**src/cxa_pkg.sv**
```systemverilog
// Constants, register map and state codes for the machine-cycle sequencer
package cxa_pkg;
  localparam int CXA_STATES_PER_MC = 4;
  localparam int CXA_XMOVE_BASE_MC = 2;
  localparam int CXA_MAX_INSTR_MC = 5;
  localparam int CXA_MCW = 4;
  // Register indices; byte address is four times the index
  localparam logic [7:0] CXA_IDX_DPTR0 = 8'h82;
  localparam logic [7:0] CXA_IDX_ALTERNATE_DATA_POINTER = 8'h84;
  localparam logic [7:0] CXA_IDX_PSEL = 8'h86;
  localparam logic [7:0] CXA_IDX_CLKCTL = 8'h8e;
  localparam logic [7:0] CXA_IDX_STATUS = 8'h8f;
  // Field layout
  localparam int CXA_PSEL_BIT = 0;
  localparam int CXA_STR_LO = 0;
  localparam int CXA_STR_W = 3;
  localparam int CXA_ST_BUSY = 0;
  localparam int CXA_ST_ACCESS = 1;
  localparam int CXA_ST_STATE_LO = 4;
  localparam int CXA_ST_LEFT_LO = 8;
  // Reset values
  localparam logic [2:0] CXA_STRETCH_RST = 3'h1;
  localparam logic CXA_PSEL_RST = 1'b0;
  localparam logic [15:0] CXA_PRIMARY_DATA_POINTER_RST = 16'h0000;
  typedef enum logic [3:0] {
    CXA_S1 = 4'h1,
    CXA_S2 = 4'h2,
    CXA_S3 = 4'h4,
    CXA_S4 = 4'h8
  } cxa_state_e;
endpackage

```
**src/cxa_cyc_if.sv**
```systemverilog
// Carrier between the state sequencer and the core logic
`timescale 1ns/1ps
`default_nettype none
interface cxa_cyc_if;
  import cxa_pkg::*;
  logic ce;
  cxa_state_e state;
  logic last;
  modport seq (input ce, output state, output last);
  modport core (output ce, input state, input last);
endinterface
`default_nettype wire

```
**src/cxa_core.sv**
```systemverilog
// Machine-cycle sequencer with stretchable external data move
//
// Operation
// - Every machine cycle is exactly four core clock periods, one state each.
// - States run state_one, state_two, state_three, state_four in fixed order.
// - Both clock edges are used internally; keep clock duty near 50%.
// - One opcode fetch per non-access machine cycle; cycles mostly equal instruction bytes.
// - Half of all opcodes complete in a single four-clock machine cycle.
// - Ordinary instructions last one to five machine cycles.
// - External data move lasts 2 to 9 machine cycles by stretch setting.
// - Read and write strobes lengthen with the stretched move.
// - External moves target off-chip memory and memory-mapped peripherals alike.
// - Indirect form takes low address byte from bank indirect pointer.
// - Indirect form takes high address byte from port-2 output latch.
// - Pointer form takes full 16-bit address from selected data pointer.
// - Two 16-bit data pointers; select bit is LSB of register 86h.
// - Upper seven bits of pointer select are ignored and read zero.
// - Select 0 picks primary pointer, select 1 picks alternate pointer.
// - Incrementing pointer select toggles the bit, swapping active pointer.
// - Three-bit stretch field 0..7 gives moves of 2..9 machine cycles.
// - Stretch field resets to 1, giving three-cycle moves.
// - Move fetches opcode first, then drives address and accesses next cycle.
`timescale 1ns/1ps
`default_nettype none
module cxa_core
  import cxa_pkg::*;
(
  // Clock, reset, enable
  input wire logic i_clk,
  input wire logic i_rst,
  input wire logic i_ce,
  // Avalon-MM slave
  input wire logic [9:0] i_avs_address,
  input wire logic i_avs_read,
  input wire logic i_avs_write,
  input wire logic [31:0] i_avs_writedata,
  input wire logic [3:0] i_avs_byteenable,
  output logic [31:0] o_avs_readdata,
  output logic o_avs_waitrequest,
  // Instruction side
  input wire logic i_instr_valid,
  input wire logic [2:0] i_instr_cycles,
  input wire logic i_xmove,
  input wire logic i_xmove_write,
  input wire logic i_xmove_use_ptr,
  input wire logic [7:0] i_xmove_wdata,
  input wire logic [7:0] i_bank_ptr,
  input wire logic [7:0] i_port2_latch,
  input wire logic i_psel_inc,
  output logic o_instr_taken,
  output logic o_fetch,
  output logic [3:0] o_state,
  output logic o_xmove_done,
  output logic [7:0] o_xmove_rdata,
  // External data bus
  output logic [15:0] o_ext_addr,
  output logic o_ext_rd_n,
  output logic o_ext_wr_n,
  output logic [7:0] o_ext_data_out,
  output logic o_ext_data_oe_n,
  input wire logic [7:0] i_ext_data_in
);
  cxa_cyc_if cyc ();
  assign cyc.ce = i_ce;
  cxa_cyc_seq u_seq (
    .i_clk(i_clk),
    .i_rst(i_rst),
    .cyc(cyc)
  );

  logic [CXA_MCW-1:0] mc_left_reg;
  logic xmove_reg;
  logic xwrite_reg;
  logic xuseptr_reg;
  logic access_reg;
  logic acc_first_reg;
  logic psel_reg;
  logic [CXA_STR_W-1:0] stretch_reg;
  logic [15:0] dptr0_reg;
  logic [15:0] alternate_data_pointer_reg;
  logic ack_reg;
  logic strobe_next;
  logic start_access;
  logic loading;
  logic [CXA_MCW-1:0] instr_mc;
  logic [15:0] sel_ptr;
  logic [7:0] bus_idx;
  logic bus_req;
  logic bus_wr;
  logic [31:0] rd_mux;

  // Bus decode: word-aligned index, lane 0 holds byte registers
  assign bus_idx = i_avs_address[9:2];
  assign bus_req = i_avs_read | i_avs_write;
  assign bus_wr = i_avs_write & ack_reg;

  assign loading = cyc.last && (mc_left_reg == '0) && i_instr_valid;
  assign start_access = cyc.last && (mc_left_reg != '0) && xmove_reg && !access_reg;
  assign sel_ptr = psel_reg ? alternate_data_pointer_reg : dptr0_reg;

  // Length in machine cycles of the instruction being taken
  always_comb begin
    if (i_xmove) begin
      instr_mc = CXA_MCW'(CXA_XMOVE_BASE_MC) + CXA_MCW'(stretch_reg);
    end else if (i_instr_cycles == 3'h0) begin
      instr_mc = CXA_MCW'(1);
    end else if (i_instr_cycles > 3'(CXA_MAX_INSTR_MC)) begin
      instr_mc = CXA_MCW'(CXA_MAX_INSTR_MC);
    end else begin
      instr_mc = CXA_MCW'(i_instr_cycles);
    end
  end

  // Instruction sequencing across machine-cycle boundaries
  always_ff @(posedge i_clk or posedge i_rst) begin
    if (i_rst) begin
      mc_left_reg <= '0;
      xmove_reg <= 1'b0;
      xwrite_reg <= 1'b0;
      xuseptr_reg <= 1'b0;
      o_instr_taken <= 1'b0;
    end else if (i_ce) begin
      o_instr_taken <= loading;
      if (loading) begin
        mc_left_reg <= instr_mc - CXA_MCW'(1);
        xmove_reg <= i_xmove;
        xwrite_reg <= i_xmove_write;
        xuseptr_reg <= i_xmove_use_ptr;
      end else if (cyc.last && (mc_left_reg != '0)) begin
        mc_left_reg <= mc_left_reg - CXA_MCW'(1);
      end else if (cyc.last) begin
        xmove_reg <= 1'b0;
      end
    end
  end

  // Opcode fetch in state_one of every non-access machine cycle
  always_ff @(posedge i_clk or posedge i_rst) begin
    if (i_rst) begin
      o_fetch <= 1'b0;
    end else if (i_ce) begin
      o_fetch <= cyc.last && !start_access && !(access_reg && (mc_left_reg != '0));
    end
  end

  always_ff @(posedge i_clk or posedge i_rst) begin
    if (i_rst) begin
      o_state <= CXA_S1;
    end else if (i_ce) begin
      o_state <= cyc.last ? CXA_S1 : {cyc.state[2:0], 1'b0};
    end
  end

  // Access phase: address out after the fetch cycle, held to the end
  always_ff @(posedge i_clk or posedge i_rst) begin
    if (i_rst) begin
      access_reg <= 1'b0;
      acc_first_reg <= 1'b0;
      o_ext_addr <= '0;
      o_ext_data_out <= '0;
      o_ext_data_oe_n <= 1'b1;
      o_xmove_done <= 1'b0;
      o_xmove_rdata <= '0;
    end else if (i_ce) begin
      o_xmove_done <= 1'b0;
      if (start_access) begin
        access_reg <= 1'b1;
        acc_first_reg <= 1'b1;
        if (xuseptr_reg) begin
          o_ext_addr <= sel_ptr;
        end else begin
          o_ext_addr <= {i_port2_latch, i_bank_ptr};
        end
        o_ext_data_oe_n <= !xwrite_reg;
      end else if (access_reg && cyc.last) begin
        acc_first_reg <= 1'b0;
        if (mc_left_reg == '0) begin
          access_reg <= 1'b0;
          o_ext_data_oe_n <= 1'b1;
          o_xmove_done <= 1'b1;
        end
      end
      if (loading && i_xmove && i_xmove_write) begin
        o_ext_data_out <= i_xmove_wdata;
      end
      // Read data taken at end of state_three while strobe still low
      if (access_reg && !xwrite_reg && (mc_left_reg == '0) && (cyc.state == CXA_S3)) begin
        o_xmove_rdata <= i_ext_data_in;
      end
    end
  end

  // Strobe window spans all access cycles, so it grows with stretch
  assign strobe_next = access_reg && !(acc_first_reg && (cyc.state == CXA_S1)) &&
                       !((mc_left_reg == '0) && (cyc.state == CXA_S4));

  // Falling-edge strobes give a clock and a half of address setup and at least half a clock of hold
  always_ff @(negedge i_clk or posedge i_rst) begin
    if (i_rst) begin
      o_ext_rd_n <= 1'b1;
      o_ext_wr_n <= 1'b1;
    end else if (i_ce) begin
      o_ext_rd_n <= !(strobe_next && !xwrite_reg);
      o_ext_wr_n <= !(strobe_next && xwrite_reg);
    end
  end

  // Pointer select; a bus write in the same cycle beats an increment
  always_ff @(posedge i_clk or posedge i_rst) begin
    if (i_rst) begin
      psel_reg <= CXA_PSEL_RST;
    end else if (i_ce) begin
      if (bus_wr && (bus_idx == CXA_IDX_PSEL) && i_avs_byteenable[0]) begin
        psel_reg <= i_avs_writedata[CXA_PSEL_BIT];
      end else if (i_psel_inc) begin
        psel_reg <= !psel_reg;
      end
    end
  end

  // Software-written configuration and data pointers
  always_ff @(posedge i_clk or posedge i_rst) begin
    if (i_rst) begin
      stretch_reg <= CXA_STRETCH_RST;
      dptr0_reg <= CXA_PRIMARY_DATA_POINTER_RST;
      alternate_data_pointer_reg <= CXA_PRIMARY_DATA_POINTER_RST;
    end else if (i_ce && bus_wr) begin
      if ((bus_idx == CXA_IDX_CLKCTL) && i_avs_byteenable[0]) begin
        stretch_reg <= i_avs_writedata[CXA_STR_LO +: CXA_STR_W];
      end
      if (bus_idx == CXA_IDX_DPTR0) begin
        if (i_avs_byteenable[0]) dptr0_reg[7:0] <= i_avs_writedata[7:0];
        if (i_avs_byteenable[1]) dptr0_reg[15:8] <= i_avs_writedata[15:8];
      end
      if (bus_idx == CXA_IDX_ALTERNATE_DATA_POINTER) begin
        if (i_avs_byteenable[0]) alternate_data_pointer_reg[7:0] <= i_avs_writedata[7:0];
        if (i_avs_byteenable[1]) alternate_data_pointer_reg[15:8] <= i_avs_writedata[15:8];
      end
    end
  end

  always_comb begin
    rd_mux = '0;
    unique case (bus_idx)
      CXA_IDX_DPTR0: rd_mux[15:0] = dptr0_reg;
      CXA_IDX_ALTERNATE_DATA_POINTER: rd_mux[15:0] = alternate_data_pointer_reg;
      CXA_IDX_PSEL: rd_mux[CXA_PSEL_BIT] = psel_reg;
      CXA_IDX_CLKCTL: rd_mux[CXA_STR_LO +: CXA_STR_W] = stretch_reg;
      CXA_IDX_STATUS: begin
        rd_mux[CXA_ST_BUSY] = (mc_left_reg != '0);
        rd_mux[CXA_ST_ACCESS] = access_reg;
        rd_mux[CXA_ST_STATE_LO +: CXA_STATES_PER_MC] = cyc.state;
        rd_mux[CXA_ST_LEFT_LO +: CXA_MCW] = mc_left_reg;
      end
      default: rd_mux = '0;
    endcase
  end

  // One wait cycle per access; unmapped reads return zero
  always_ff @(posedge i_clk or posedge i_rst) begin
    if (i_rst) begin
      ack_reg <= 1'b0;
      o_avs_waitrequest <= 1'b1;
      o_avs_readdata <= '0;
    end else if (i_ce) begin
      ack_reg <= bus_req && !ack_reg;
      o_avs_waitrequest <= !(bus_req && !ack_reg);
      if (i_avs_read && !ack_reg) begin
        o_avs_readdata <= rd_mux;
      end
    end
  end
endmodule
`default_nettype wire

```
**src/cxa_cyc_seq.sv**
```systemverilog
// Four-state machine-cycle ring sequencer
`timescale 1ns/1ps
`default_nettype none
module cxa_cyc_seq
  import cxa_pkg::*;
(
  // Clock and reset
  input wire logic i_clk,
  input wire logic i_rst,
  // Cycle carrier
  cxa_cyc_if.seq cyc
);
  cxa_state_e state_reg;

  // One clock period per state, fixed order
  always_ff @(posedge i_clk or posedge i_rst) begin
    if (i_rst) begin
      state_reg <= CXA_S1;
    end else if (cyc.ce) begin
      unique case (state_reg)
        CXA_S1: state_reg <= CXA_S2;
        CXA_S2: state_reg <= CXA_S3;
        CXA_S3: state_reg <= CXA_S4;
        CXA_S4: state_reg <= CXA_S1;
        default: state_reg <= CXA_S1;
      endcase
    end
  end

  assign cyc.state = state_reg;
  assign cyc.last = (state_reg == CXA_S4);
endmodule
`default_nettype wire

```
**config.mk**
```make
export PLATFORM = sky130hd
export DESIGN_NAME = cxa_core
export DESIGN_NICKNAME = d
export VERILOG_FILES = /design/src/cxa_pkg.sv /design/src/cxa_cyc_if.sv /design/src/cxa_core.sv /design/src/cxa_cyc_seq.sv
export SDC_FILE = /design/constraint.sdc
export NUM_CORES = 1
export LEC_CHECK = 0
export ABC_AREA = 1
export BUFFER_PORTS_ARGS = -buffer_cell sky130_fd_sc_hd__buf_2
export CELL_PAD_IN_SITES_DETAIL_PLACEMENT = 2
export CELL_PAD_IN_SITES_GLOBAL_PLACEMENT = 2
export CORE_MARGIN = 4
export CORE_UTILIZATION = 32
export CTS_BUF_LIST = sky130_fd_sc_hd__clkbuf_16
export CTS_CLUSTER_DIAMETER = 200
export CTS_CLUSTER_SIZE = 10
export DETAILED_ROUTE_END_ITERATION = 10
export PLACE_DENSITY_LB_ADDON = 0.1
export SETUP_SLACK_MARGIN = 0.5
export SKIP_LAST_GASP = 1
export SYNTH_ARGS = -nofsm -noshare
export SYNTH_HDL_FRONTEND = slang
export SYNTH_SLANG_ARGS = --single-unit
```
**constraint.sdc**
```tcl
create_clock -name i_clk -period 9.8 [get_ports i_clk]
set_input_delay 1.96 -clock i_clk [delete_from_list [all_inputs] [get_ports i_clk]]
set_output_delay 1.96 -clock i_clk [all_outputs]
set_load 0.02 [all_outputs]
```
==> impl_results.md <==
- Yosys reg bits: 109
- Max Cap Viol: 0
- First-pass GRT wire length: 29240 um
- Worst Hold Class: reg -> reg
- Post-CTS Repair Setup Buffers: 0
- Final net count: 874
- Pwr/cell area: 178.6 nW/um2
- GP Congestion: 0.7371
- Clock latency on the worst-skew pair: 410 ps
- Post-synth EDFFs: 0
- Vias in the first global route: 5484
- Non-Filler Instances: 1007
- M1 GR Usage: 24.56%
- Worst EP required: 7840 ps
- CP Class: reg -> out
- GR Util met2: 32.32%
- HPWL after DPL: 13650 um
- DRT iter0 DRCs: 184
- CP Max Fanout: 2
- Port bufs: 129
- Routed Antenna Nets: 0
- RSZ-0062 raised after global routing: no
- Synthesized area: 5468 um2
- Die width: 138.7 um
- Critical path's largest stage delay: 520 ps
- Share of the synthesized area in the top cell type: 46.68%
- Avg Cell Area, Syn: 8.272 um2
- Core box area: 16640 um2
- Clock tree root driver cell: clkbuf_16
- CP startpoint kind: flop
- Netlist cell types: 41
- Clock transition at the registers of the reported paths: 70 ps
- Vias/cell: 4.842
- Cell family with most CP delay: flip-flops
- Sequential area share after synthesis: 50.05%
- CP max stage cell: dfstp_2
- Drt wl/cell: 17.83 um
- Static Leak: 3.542 nW
- Final wirelength: 17950 um
- Post-placement cell count: 989
- Ratio of cells with drive above 1 in the final layout: 25.06%
- Final hold viol count: 0
- Clock buffer count from CTS: 9
- Commonest non-fill, non-tap cell in the layout: nand2_1
- Critical Path End Type: output port
- Clock skew: 60.40 ps
- Max VDD drop: 0.08597 mV
- Tightest Pin Transition: 1049 ps
- Remaining Overflow, GRT: 0
- Warnings from Yosys: 0
- I/O pin cnt: 166
- Met3 Resource Use GR: 2.448%
- Die Area: 19240 um2
- Dominant synthesized flop cell: dfrtp_1
- Final setup violation count: 0
- Slew HR: 30.07%
- Most Used Layer, Global Route: met2
- Largest net degree at the start of global routing: 71
- Post-cts gate resize count: 0
- Commonest cells after routing, fill and taps aside: nand2_1 (184), buf_2 (129), dfrtp_1 (102), o21ai_0 (76), inv_1 (75)
- # hold bufs at CTS: 0
- Largest area contributor in the netlist: dfrtp_1
- Initial core utilization: 32.85%
- Via count: 4876
- Cells along the critical path: buf_2
- Setup TNS: 0 ps
- CTS tree: built
- DRT Pass-1 Iters: 4
- Arrival time at the worst endpoint: 5990 ps
- Clk buf depth: 2
- Rows: 47
- Async SR Flop Fraction: 100.0%
- Post-Syn Instances: 661
- WP buf/inv: 1
- Area growth from synthesis to layout: 19.22%
- Clock Sinks: 109
- DR DRC count: 0
- Max-slew violation count: 0
- H-tree depth: 3
- Outcome: finished, final reports clean
- Final worst setup slack: 1846 ps
- Top post-synthesis cells by area: dfrtp_1 (47%), nand2_1 (13%), o21ai_0 (7.0%)
- Pre-CTS setup slack: 2007 ps
- Initial antenna violation count: 1
- GRT Total Usage: 18.79%
- Die span in y: 138.7 um
==> Yosys cell counts (4+ instances only) <==
cell type,n
nor2_4,6
o21ai_1,8
mux2_2,6
buf_2,6
nor4_1,7
inv_2,9
o21ai_0,76
a21oi_1,19
nand2_1,184
nand2_2,9
dfrtp_1,102
mux2_4,4
buf_4,19
nor2_1,42
nand3_1,27
mux2_1,5
o22ai_1,12
clkbuf_1,8
inv_1,74
dfstp_2,7
==> logic make-up (layout without fill, tap and decap cells) <==
group           Yosys count  in the layout  synth area share [%]
flops                   109            109                 50.05
simple gates            286            286                 23.50
compound gates          124            124                 12.10
fa+ha+maj                 2              2                0.4576
other cells               1             17               0.06858
buf+inv                 123            233                 10.30
xor+xnor                  1              1                0.1602
mux                      15             15                 3.364
==> worst paths after layout <==
kind                                     from          to  slack (ps)  cells past startpoint
setup / recovery                   o_ext_rd_n  o_ext_rd_n        1850                      1
max in group asynchronous               i_rst  o_ext_rd_n        2940                      2
hold reg to reg                    o_state[0]  o_state[0]         470                      2
hold / removal                     o_state[0]  o_state[0]         470                      2
min in group asynchronous               i_rst  o_state[3]        1640                      2
setup reg to reg           u_seq.cyc.state[0]  o_ext_rd_n        3490                      6
==> per-stage QoR <==
| stage | hold WS, ps | cell area (um2) | total power, mW | util, % |
|---|---|---|---|---|
| after floorplan | 469.5 | 5524 | 0.7163 | - |
| after global placement | 450.7 | 6222 | 0.7963 | 37.39 |
| after detailed placement | 458.1 | 6222 | 0.8101 | 37.39 |
| after CTS | 476.5 | 6516 | 1.184 | 39.16 |
| after global routing | 503.0 | 6519 | 1.238 | 39.17 |
| final | 471.6 | 6519 | 1.164 | 39.17 |
==> power by group <==
group / internal (mW) / leakage, nW / switching (mW) / total, mW
registers: 0.496 / 1.32 / 0.0466 / 0.543
logic: 0.0823 / 2.07 / 0.168 / 0.251
clock network: 0.198 / 0.149 / 0.173 / 0.371
total: 0.776 / 3.54 / 0.388 / 1.16
==> area by class of cell <==
class | count | area [um2]
Antenna cell | 1 | 2.502
Tap cell | 220 | 275.3
Inverter | 85 | 329.1
Timing Repair Buffer | 130 | 653.1
Fill cell | 1910 | 10120
Clock inverter | 9 | 72.57
Sequential cell | 109 | 2736
Multi-Input combinational cell | 444 | 2225
Clock buffer | 9 | 225.2
==> tightest hold or removal path, cell delays in order (launching register included) <==
cell,delay [ps]
dfstp_2,370
nand2_1,50
nand2_1,50
==> layer usage <==
metal | share of wire (%) | wire (um)
met5 | 0 | 0
met4 | 1.7 | 297
met3 | 4.3 | 778
met2 | 50 | 9001
met1 | 44 | 7877
Power figures use the tool's default switching activity.
